<file path="src/tse_defines.svh">
// Register offsets, field positions and codes of the timer slave block.
// Assumes inclusion by bare name from the package and the design files.
`ifndef TSE_DEFINES_SVH
`define TSE_DEFINES_SVH
// ----------------------------------------------------------------------
// Device register offsets (byte addresses on the register port)
// ----------------------------------------------------------------------
`define TSE_OFS_CTRL   8'h00
`define TSE_OFS_SLAVE  8'h08
`define TSE_OFS_EN     8'h0C
`define TSE_OFS_FLAG   8'h10
`define TSE_OFS_SWEV   8'h14
`define TSE_OFS_CNT    8'h24
// ----------------------------------------------------------------------
// Device fields and masks
// ----------------------------------------------------------------------
`define TSE_F_SMC      2:0
`define TSE_F_TRIG_SOURCE_SEL     6:4
`define TSE_B_MSM      7
`define TSE_CFG_MASK   8'hF7
`define TSE_B_CEN      0
`define TSE_CHIN_LSB   4
`define TSE_CTRL_MASK  16'h00F1
`define TSE_EN_MASK    16'h5F5F
`define TSE_FLAG_MASK  16'h1E5F
`define TSE_SWEV_MASK  16'h005F
`define TSE_B_UP       0
`define TSE_CH_LSB     1
`define TSE_F_CH       4:1
`define TSE_B_TRG      6
`define TSE_OF_LSB     9
`define TSE_F_OF       12:9
`define TSE_F_IRQ      6:0
`define TSE_B_UPDATE_DMA_EN    8
`define TSE_F_CHDEN    12:9
`define TSE_B_TRIG_DMA_EN   14
`define TSE_RST16      16'h0000
`define TSE_RST8       8'h00
`define TSE_CNT_MAX    16'hFFFF
`define TSE_CNT_ONE    16'h0001
// ----------------------------------------------------------------------
// Slave behaviour codes
// ----------------------------------------------------------------------
`define TSE_SM_OFF     3'h0
`define TSE_SM_QD0     3'h1
`define TSE_SM_QD1     3'h2
`define TSE_SM_QD2     3'h3
`define TSE_SM_RESTART 3'h4
`define TSE_SM_PAUSE   3'h5
`define TSE_SM_EVENT   3'h6
`define TSE_SM_EXT0    3'h7
// ----------------------------------------------------------------------
// Controller APB register offsets and fields
// ----------------------------------------------------------------------
`define TSC_OFS_CMD    8'h00
`define TSC_OFS_DATA   8'h04
`define TSC_OFS_RESULT 8'h08
`define TSC_OFS_DRIVE  8'h0C
`define TSC_OFS_STATUS 8'h10
`define TSC_OFS_MASK   8'h14
`define TSC_F_CMD      9:0
`define TSC_F_ADDR     7:0
`define TSC_B_WE       8
`define TSC_B_WORD     9
`define TSC_B_GO       31
`define TSC_F_LVL      7:0
`define TSC_F_CHEV     11:8
`define TSC_B_DONE     0
`define TSC_B_TRIG_OUT     1
`define TSC_RST32      32'h0000_0000
`endif

</file>
<file path="src/tse_pkg.sv">
// Types shared by both ends of the timer slave block.
// Assumes tse_defines.svh is on the include path.
package tse_pkg;
   `include "tse_defines.svh"

   typedef enum logic [1:0] {
      TSE_IDLE = 2'b01,
      TSE_WAIT = 2'b10
   } tse_acc_e;

   typedef struct packed {
      logic [15:0] ctrl;
      logic [7:0]  cfg;
      logic [15:0] en;
      logic [15:0] flag;
      logic [15:0] cnt;
      logic        trig_d;
      logic        fi0_d;
      logic        fi1_d;
      logic        irq;
      logic [5:0]  dma;
      logic        trig_out;
      logic        ack;
      logic [31:0] rdata;
   } tse_dev_s;

   typedef struct packed {
      tse_acc_e    st;
      logic [9:0]  cmd;
      logic [31:0] wdata;
      logic [31:0] result;
      logic [7:0]  lvl;
      logic [3:0]  ch_ev;
      logic [1:0]  status;
      logic [1:0]  mask;
      logic        req;
      logic        ready;
      logic        slverr;
      logic [31:0] prdata;
      logic        irq;
   } tse_ctl_s;
endpackage

</file>
<file path="src/tse_link_if.sv">
// Link between the timer slave device and its controlling party.
// Assumes both ends run on the same pclk; no signal here is resynchronised.
`timescale 1ns/10ps
interface tse_link_if;
   // Register port
   logic        reg_req;
   logic        reg_we;
   logic        reg_word;
   logic [7:0]  reg_addr;
   logic [31:0] reg_wdata;
   logic [31:0] reg_rdata;
   logic        reg_ack;
   // Trigger and channel inputs of the device
   logic [3:0]  internal_trig;
   logic        ch0_edge_detect;
   logic        filtered_in_0;
   logic        filtered_in_1;
   logic        filtered_ext_trig;
   logic [3:0]  ch_event;
   // Trigger output of the device
   logic        trig_out;

   modport dev (
      input  reg_req, reg_we, reg_word, reg_addr, reg_wdata,
      output reg_rdata, reg_ack,
      input  internal_trig, ch0_edge_detect, filtered_in_0,
      input  filtered_in_1, filtered_ext_trig, ch_event,
      output trig_out
   );

   modport ctl (
      output reg_req, reg_we, reg_word, reg_addr, reg_wdata,
      input  reg_rdata, reg_ack,
      output internal_trig, ch0_edge_detect, filtered_in_0,
      output filtered_in_1, filtered_ext_trig, ch_event,
      input  trig_out
   );
endinterface

</file>
<file path="src/tse_dev.sv">
// Timer slave-mode logic with trigger selection, enables and event flags.
// Assumes all link inputs are driven from logic on pclk.
// What this block does
// - Sync-start bit: trigger rise starts the counter
// - Trigger select code picks one of eight sources
// - Software sets trigger select before slave mode
// - Mode off: count every cycle while enabled
// - Quadrature modes count input edges, direction by level
// - Restart mode: trigger rise clears counter, updates
// - Pause mode: counter runs only while trigger high
// - Event mode: trigger rise starts the counter
// - External clock mode: count each trigger rise
// - Enable bits gate DMA requests per event
// - Enable bits gate interrupts per event
// - Input channel recapture with flag set: overcapture
// - Trigger flag on trigger event; pause both edges
// - Channel flags set by capture or compare
// - Update flag set on every update event
// - Flags clear only by writing zero
// - Software writes reserved bits as zero
// - Half-word and word accesses both accepted
`timescale 1ns/10ps
`include "tse_defines.svh"
module tse_dev
   import tse_pkg::*;
(
   // Clock and reset
   input  wire logic        pclk,
   input  wire logic        presetn,
   // Link to controller, peers and channel inputs
   tse_link_if.dev          lnk,
   // Outputs to the system
   output      logic        irq,
   output      logic [5:0]  dma_req,
   output      logic [15:0] count
);
   tse_dev_s    s;
   tse_dev_s    next_s;
   logic [7:0]  srcs;
   logic        trig_in;
   logic [2:0]  mode;
   logic        rise;
   logic        fall;
   logic        e0;
   logic        e1;
   logic        wr;
   logic [15:0] wd;
   logic [15:0] swev;
   logic [3:0]  ch_cap;
   logic [3:0]  of_set;
   logic        trig_evt;
   logic        tick;
   logic        dn;
   logic        upd;

   // ----------------------------------------------------------------------
   // Trigger selection and edge detection
   // ----------------------------------------------------------------------
   assign srcs = {lnk.filtered_ext_trig, lnk.filtered_in_1,
                  lnk.filtered_in_0, lnk.ch0_edge_detect, lnk.internal_trig};
   assign trig_in = srcs[s.cfg[`TSE_F_TRIG_SOURCE_SEL]];
   assign mode = s.cfg[`TSE_F_SMC];
   assign rise = trig_in & ~s.trig_d;
   assign fall = ~trig_in & s.trig_d;
   assign e0 = lnk.filtered_in_0 ^ s.fi0_d;
   assign e1 = lnk.filtered_in_1 ^ s.fi1_d;

   // Upper half of a word write is dropped, so both sizes act alike.
   assign wr = lnk.reg_req & lnk.reg_we;
   assign wd = lnk.reg_wdata[15:0];
   assign swev = (wr && lnk.reg_addr == `TSE_OFS_SWEV) ?
                 (wd & `TSE_SWEV_MASK) : `TSE_RST16;
   assign ch_cap = lnk.ch_event | swev[`TSE_F_CH];

   // Pause mode reports both edges, other modes only the rising one; mode off only with sync start.
   assign trig_evt = swev[`TSE_B_TRG] |
                     ((mode != `TSE_SM_OFF || s.cfg[`TSE_B_MSM]) &&
                      (rise || (mode == `TSE_SM_PAUSE && fall)));

   genvar g;
   generate
      for (g = 0; g < 4; g++) begin : g_of
         assign of_set[g] = ch_cap[g] & s.ctrl[`TSE_CHIN_LSB + g] &
                            s.flag[`TSE_CH_LSB + g];
      end
   endgenerate

   // ----------------------------------------------------------------------
   // Counter clocking per slave behaviour
   // ----------------------------------------------------------------------
   always_comb begin
      tick = 1'b0;
      dn   = 1'b0;
      case (mode)
         `TSE_SM_OFF, `TSE_SM_RESTART, `TSE_SM_EVENT:
            tick = s.ctrl[`TSE_B_CEN];
         `TSE_SM_QD0: begin
            tick = s.ctrl[`TSE_B_CEN] & e0;
            dn   = lnk.filtered_in_1;
         end
         `TSE_SM_QD1: begin
            tick = s.ctrl[`TSE_B_CEN] & e1;
            dn   = lnk.filtered_in_0;
         end
         `TSE_SM_QD2: begin
            tick = s.ctrl[`TSE_B_CEN] & (e0 | e1);
            dn   = e0 ? lnk.filtered_in_1 : lnk.filtered_in_0;
         end
         `TSE_SM_PAUSE:
            tick = s.ctrl[`TSE_B_CEN] & trig_in;
         `TSE_SM_EXT0:
            tick = s.ctrl[`TSE_B_CEN] & rise;
         default: begin
            tick = 1'b0;
            dn   = 1'b0;
         end
      endcase
   end

   // ----------------------------------------------------------------------
   // Next state
   // ----------------------------------------------------------------------
   always_comb begin
      next_s = s;
      upd = 1'b0;
      next_s.trig_d = trig_in;
      next_s.fi0_d  = lnk.filtered_in_0;
      next_s.fi1_d  = lnk.filtered_in_1;
      next_s.ack    = lnk.reg_req;
      case (lnk.reg_addr)
         `TSE_OFS_CTRL:  next_s.rdata = {16'h0000, s.ctrl};
         `TSE_OFS_SLAVE: next_s.rdata = {24'h000000, s.cfg};
         `TSE_OFS_EN:    next_s.rdata = {16'h0000, s.en};
         `TSE_OFS_FLAG:  next_s.rdata = {16'h0000, s.flag};
         `TSE_OFS_CNT:   next_s.rdata = {16'h0000, s.cnt};
         default:        next_s.rdata = {16'h0000, `TSE_RST16};
      endcase
      if (wr) begin
         case (lnk.reg_addr)
            `TSE_OFS_CTRL:  next_s.ctrl = wd & `TSE_CTRL_MASK;
            `TSE_OFS_SLAVE: next_s.cfg = wd[7:0] & `TSE_CFG_MASK;
            `TSE_OFS_EN:    next_s.en = wd & `TSE_EN_MASK;
            `TSE_OFS_FLAG:
               next_s.flag = s.flag & ~(`TSE_FLAG_MASK & ~wd);
            `TSE_OFS_CNT:   next_s.cnt = wd;
            default: begin
            end
         endcase
      end
      // A trigger rise starts the counter in event mode or for sync start.
      if (rise && (mode == `TSE_SM_EVENT || s.cfg[`TSE_B_MSM]))
         next_s.ctrl[`TSE_B_CEN] = 1'b1;
      if ((mode == `TSE_SM_RESTART && rise) || swev[`TSE_B_UP]) begin
         next_s.cnt = `TSE_RST16;
         upd = 1'b1;
      end else if (tick) begin
         if (dn) begin
            upd = (s.cnt == `TSE_RST16);
            next_s.cnt = s.cnt - `TSE_CNT_ONE;
         end else begin
            upd = (s.cnt == `TSE_CNT_MAX);
            next_s.cnt = s.cnt + `TSE_CNT_ONE;
         end
      end
      // Hardware sets come last so a set wins over a clear in one cycle.
      if (upd)
         next_s.flag[`TSE_B_UP] = 1'b1;
      if (trig_evt)
         next_s.flag[`TSE_B_TRG] = 1'b1;
      next_s.flag[`TSE_F_CH] = next_s.flag[`TSE_F_CH] | ch_cap;
      next_s.flag[`TSE_F_OF] = next_s.flag[`TSE_F_OF] | of_set;
      next_s.irq = |(next_s.flag[`TSE_F_IRQ] &
                     s.en[`TSE_F_IRQ]);
      next_s.dma = {trig_evt & s.en[`TSE_B_TRIG_DMA_EN],
                    ch_cap & s.en[`TSE_F_CHDEN],
                    upd & s.en[`TSE_B_UPDATE_DMA_EN]};
      next_s.trig_out = next_s.ctrl[`TSE_B_CEN] & ~s.ctrl[`TSE_B_CEN];
   end

   always_ff @(posedge pclk or negedge presetn) begin
      if (!presetn) begin
         s <= '0;
      end else begin
         s <= next_s;
      end
   end

   // ----------------------------------------------------------------------
   // Outputs
   // ----------------------------------------------------------------------
   assign lnk.reg_rdata = s.rdata;
   assign lnk.reg_ack   = s.ack;
   assign lnk.trig_out  = s.trig_out;
   assign irq     = s.irq;
   assign dma_req = s.dma;
   assign count   = s.cnt;
endmodule

</file>
<file path="src/flat_wrapper.sv">
// flat-port wrapper written by rule: the top's interface ports become plain ports
module tse_dev_flat import tse_pkg::*;
  (pclk, presetn, irq, dma_req, count, lnk_reg_req, lnk_reg_we, lnk_reg_word, lnk_reg_addr, lnk_reg_wdata, lnk_reg_rdata, lnk_reg_ack, lnk_internal_trig, lnk_ch0_edge_detect, lnk_filtered_in_0, lnk_filtered_in_1, lnk_filtered_ext_trig, lnk_ch_event, lnk_trig_out);
  tse_link_if lnk_i ();
  input  wire logic pclk;
  input  wire logic presetn;
  output      logic irq;
  output      logic [5:0] dma_req;
  output      logic [15:0] count;
  input wire logic [$bits(lnk_i.reg_req)-1:0] lnk_reg_req;
  input wire logic [$bits(lnk_i.reg_we)-1:0] lnk_reg_we;
  input wire logic [$bits(lnk_i.reg_word)-1:0] lnk_reg_word;
  input wire logic [$bits(lnk_i.reg_addr)-1:0] lnk_reg_addr;
  input wire logic [$bits(lnk_i.reg_wdata)-1:0] lnk_reg_wdata;
  output wire logic [$bits(lnk_i.reg_rdata)-1:0] lnk_reg_rdata;
  output wire logic [$bits(lnk_i.reg_ack)-1:0] lnk_reg_ack;
  input wire logic [$bits(lnk_i.internal_trig)-1:0] lnk_internal_trig;
  input wire logic [$bits(lnk_i.ch0_edge_detect)-1:0] lnk_ch0_edge_detect;
  input wire logic [$bits(lnk_i.filtered_in_0)-1:0] lnk_filtered_in_0;
  input wire logic [$bits(lnk_i.filtered_in_1)-1:0] lnk_filtered_in_1;
  input wire logic [$bits(lnk_i.filtered_ext_trig)-1:0] lnk_filtered_ext_trig;
  input wire logic [$bits(lnk_i.ch_event)-1:0] lnk_ch_event;
  output wire logic [$bits(lnk_i.trig_out)-1:0] lnk_trig_out;
  assign lnk_i.reg_req = lnk_reg_req;
  assign lnk_i.reg_we = lnk_reg_we;
  assign lnk_i.reg_word = lnk_reg_word;
  assign lnk_i.reg_addr = lnk_reg_addr;
  assign lnk_i.reg_wdata = lnk_reg_wdata;
  assign lnk_reg_rdata = lnk_i.reg_rdata;
  assign lnk_reg_ack = lnk_i.reg_ack;
  assign lnk_i.internal_trig = lnk_internal_trig;
  assign lnk_i.ch0_edge_detect = lnk_ch0_edge_detect;
  assign lnk_i.filtered_in_0 = lnk_filtered_in_0;
  assign lnk_i.filtered_in_1 = lnk_filtered_in_1;
  assign lnk_i.filtered_ext_trig = lnk_filtered_ext_trig;
  assign lnk_i.ch_event = lnk_ch_event;
  assign lnk_trig_out = lnk_i.trig_out;
  tse_dev u_core (.pclk(pclk), .presetn(presetn), .lnk(lnk_i), .irq(irq), .dma_req(dma_req), .count(count));
endmodule
</file>
<file path="config.mk">
export PLATFORM = sky130hd
export DESIGN_NAME = tse_dev_flat
export DESIGN_NICKNAME = d
export VERILOG_FILES = /design/src/tse_pkg.sv /design/src/tse_link_if.sv /design/src/tse_dev.sv /design/src/flat_wrapper.sv
export VERILOG_INCLUDE_DIRS = /design/src
export SDC_FILE = /design/constraint.sdc
export NUM_CORES = 1
export LEC_CHECK = 0
export ABC_AREA = 1
export BUFFER_PORTS_ARGS = -buffer_cell sky130_fd_sc_hd__clkbuf_2
export CORE_MARGIN = 2
export CORE_UTILIZATION = 35
export CTS_BUF_LIST = sky130_fd_sc_hd__clkbuf_4
export DETAILED_ROUTE_END_ITERATION = 16
export GPL_ROUTABILITY_DRIVEN = 0
export PLACE_DENSITY = 0.62
export SLEW_MARGIN = 40
export SYNTH_ARGS = -nofsm -noshare
export SYNTH_HDL_FRONTEND = slang
export SYNTH_SLANG_ARGS = --single-unit
</file>
<file path="constraint.sdc">
create_clock -name pclk -period 3.26 [get_ports pclk]
set_input_delay 0.815 -clock pclk [delete_from_list [all_inputs] [get_ports pclk]]
set_output_delay 0.815 -clock pclk [all_outputs]
set_load 0.05 [all_outputs]
</file>
==> flow_metrics.tcl <==
set metrics [dict create \
    place.detailed.hpwl_um 10820 \
    syn_area_mm2 0.005076 \
    drt_first_iter_violations 330 \
    hold_viol_final 0 \
    timing.critical_path.slowest_stage_cell "dfrtp_1" \
    preCtsSetupSlack_ns 0.009670 \
    timing.max_cap.violations 0 \
    floorplan.rows 44 \
    ios 114 \
    peakVddDrop_mv 0.3972 \
    nFillCells 1531 \
    wl_per_cell_um 15.17 \
    drc_errors 0 \
    number_of_global_route_vias_before_repair 4325 \
    synth_sequential_area_ratio_pct 38.45 \
    fin_tns_setup_ns 0 \
    rr_startpoint "u_core.mode[0]" \
    final_core_util_pct 39.42 \
    finish.net_count 802 \
    cellLeakagePower_nw 2.987 \
    dieArea_mm2 0.01548 \
    timing.critical_path.fanout_max 8 \
    timing.final.crit_share_pct 90.08 \
    ys_warn_count 0 \
    synth_seq_cells 78 \
    cts.clk_slew.worst_paths_ns 0.15 \
    cp.depth 19 \
    required_time_of_the_worst_setup_path_ns 3.66 \
    gr-usage-all-layers_pct 18.74 \
    fp.coreArea_mm2 0.01437 \
    cts.htree.levels 3 \
    layout_commonest_cell "nand2_1" \
    final_layout_size_suffix_gt1_share_pct 22.31 \
    critical_path_class "register to register" \
    initial_utilization_pct 35.33 \
    grt_max_degree 79 \
    synthDistinctLibCells 45 \
    clock_skew_ns 0.02598 \
    mostFrequentLayoutCells "189 x nand2_1, 79 x clkbuf_2, 76 x dfrtp_1" \
    syn2layout_area_growth_pct 11.58 \
    run_status "finished, final reports clean" \
    cts-buffers-inserted 9 \
    finalCriticalPeriod_ns 2.937 \
    dpl_cell_area_mm2 0.005518 \
    min_path_type "input port to asynchronous set/reset pin" \
    crit_path_cell_trace "inv_1 -> nor3_1 -> o21ai_0 -> buf_4 -> nand2_1 -> buf_4 -> inv_1 -> fa_1 -> o21ai_0 -> buf_4 -> nand2_1 -> nand2_1 -> nand3_1 -> nand2_1 -> xor2_1 -> nand2_1 -> nand2_1 -> nand2_1 -> nand2_1" \
    clock_tree_from_tritoncts "done" \
    power-per-cell-area_mw_per_mm2 604.2 \
    cp-endpoint "u_core.count[14]" \
    r2r_slack_ns 0.32 \
    port-buffer-count 80 \
    worst_path_most_repeated_cell "nand2_1" \
    floorplan.die.height_um 124.4 \
    delay_of_the_slowest_critical_path_stage_ns 0.49 \
    slew_viol_final 0 \
    antenna_violating_nets_post_route 0 \
    worstReg2RegEnd "u_core.count[14]" \
    num_vias 4449 \
    worst_ep_arrival_time_ns 3.34 \
    max-slew-margin-rel_pct 49.77 \
    setup_viol_count_final 0 \
    finalInstanceArea_mm2 0.005664 \
    r2r_cells 19 \
    grt_antenna_before_repair 1 \
    path_delay_family "simple AND/OR/NAND/NOR gates" \
    clk-insertion-delay-late_ns 0.47 \
    post-place-cells 903 \
    fmax_mhz 340.5 \
    wire_length_of_the_first_global_routing_pass_um 22950 \
    cts-root-to-sink-buffers 2 \
    synth.avg_cell_area_um2 7.703 \
    setup.worst_path.end_class "register" \
    grt.overflow.total 0 \
    detail_route.vias_per_cell 4.836 \
    die_width_um 124.4 \
    transition_time_at_the_pin_with_the_least_slew_margin_ns 0.7535 \
    timing.critical_path.buf_inv 5 \
    cts_num_sinks 78 \
    postRouteWirelength_um 13950 \
    clk_root_buffer_cell "clkbuf_4" \
    timing.critical_path.from_type "register" \
    gate_count_after_technology_mapping 659 \
    grt_setup_unrepaired "false" \
    critical_path.startpoint "u_core.mode[0]" \
    final.setup.worst_slack_ns 0.3234 \
    dr.pass1.iters 5 \
    cell_count_final_fillers_out 920 \
]
==> Yosys cell counts, drive strengths merged <==
cell | count | area (um^2)
o21ai | 39 | 198.9
a21boi | 1 | 7.510
xnor2 | 6 | 52.55
xor2 | 7 | 61.31
nand3 | 55 | 300.3
mux2 | 6 | 67.56
conb | 1 | 3.750
a221oi | 1 | 8.760
nor3 | 8 | 78.83
nand4 | 12 | 90.09
o21a | 1 | 7.510
a21oi | 25 | 136.4
a21o | 1 | 7.510
fa | 1 | 20.02
o221ai | 6 | 52.55
buf | 61 | 457.9
clkinv | 1 | 8.760
nand3b | 4 | 30.03
a31oi | 1 | 6.260
inv | 72 | 270.3
ha | 14 | 175.2
nand2 | 195 | 757.0
clkbuf | 3 | 11.26
or2 | 1 | 8.760
dfrtp | 78 | 1952
o21bai | 2 | 15.01
o22ai | 3 | 18.77
and2 | 3 | 18.77
o211ai | 4 | 30.03
nor4 | 2 | 12.51
o31ai | 3 | 22.52
nor2 | 42 | 187.7
==> layer usage <==
layer / up-vias / track usage [%] / routed length, um
li1: 2229 / - / -
met1: 2066 / 27.47 / 6778
met2: 135 / 27.68 / 6048
met5: - / 0 / 0
met3: 19 / 3.093 / 879
met4: 0 / 7.072 / 246
==> cell type report <==
cell class	count	area (um^2)	share of cell area (%)
Multi-Input combinational cell	459	2432	42.94
Sequential cell	78	1954	34.50
Timing Repair Buffer	109	624.3	11.02
Inverter	73	279.0	4.926
Tap cell	184	230.2	4.065
Clock buffer	11	82.58	1.458
Clock inverter	5	58.81	1.038
Antenna cell	1	2.502	0.04418
==> worst min-delay path by stage <==
stage                          end
6_report          u_core.count[13]
5_1_grt           u_core.count[13]
4_1_cts           u_core.count[13]
3_5_place_dp   u_core.lnk.trig_out
3_3_place_gp   u_core.lnk.trig_out
2_1_floorplan  u_core.lnk.trig_out
==> sequential cells by signal, summed over array words and instances, names as in the netlist <==
signal                cells
u_core.mode               3
u_core.dma_req            6
u_core.count             16
u_core.lnk.trig_out       1
u_core.s                 34
u_core.irq                1
u_core.lnk.reg_ack        1
u_core.lnk.reg_rdata     16
==> power breakdown <==
part | switching [mW] | leakage [nW] | internal [mW]
Clock | 0.381 | 0.0735 | 0.252
Combinational | 0.973 | 1.91 | 0.480
Sequential | 0.247 | 1.00 | 1.09
Total | 1.60 | 2.99 | 1.82
==> worst reg2reg max path: cells and delay by family, from the launching register on <==
| family | cells | cell delay (ns) |
|---|---|---|
| AOI/OAI and AO/OA | 2 | 0.33 |
| xor gates and xnor gates | 1 | 0.15 |
| adders and majority gates | 1 | 0.40 |
| buffers and inverters | 5 | 0.68 |
| DFF | 1 | 0.49 |
| and+or+nand+nor | 10 | 0.84 |
==> stage by stage <==
step / hold slack (ns) / total power, mW
after floorplan: 0.3995 / 2.438
after global placement: 0.4223 / 2.794
after detailed placement: 0.4119 / 2.802
after CTS: 0.3686 / 3.433
after global routing: 0.3871 / 3.648
final: 0.3152 / 3.422
==> kinds of logic after synthesis <==
family	share of synthesized area (%)
adders and majority gates	3.845
DFF	38.45
xor gates and xnor gates	2.243
muxes	1.331
and+or+nand+nor	29.23
AOI/OAI and AO/OA	10.08
buffers and inverters	14.74
other	0.07388
==> what timing repair did <==
action	4_1_cts	5_1_grt
gates resized for setup	0	2
endpoints found under the hold margin	0	0
hold buffers	0	0
endpoints found under the setup margin	0	1
setup buffers	0	0
No activity file was read; power rests on OpenSTA's default activity.
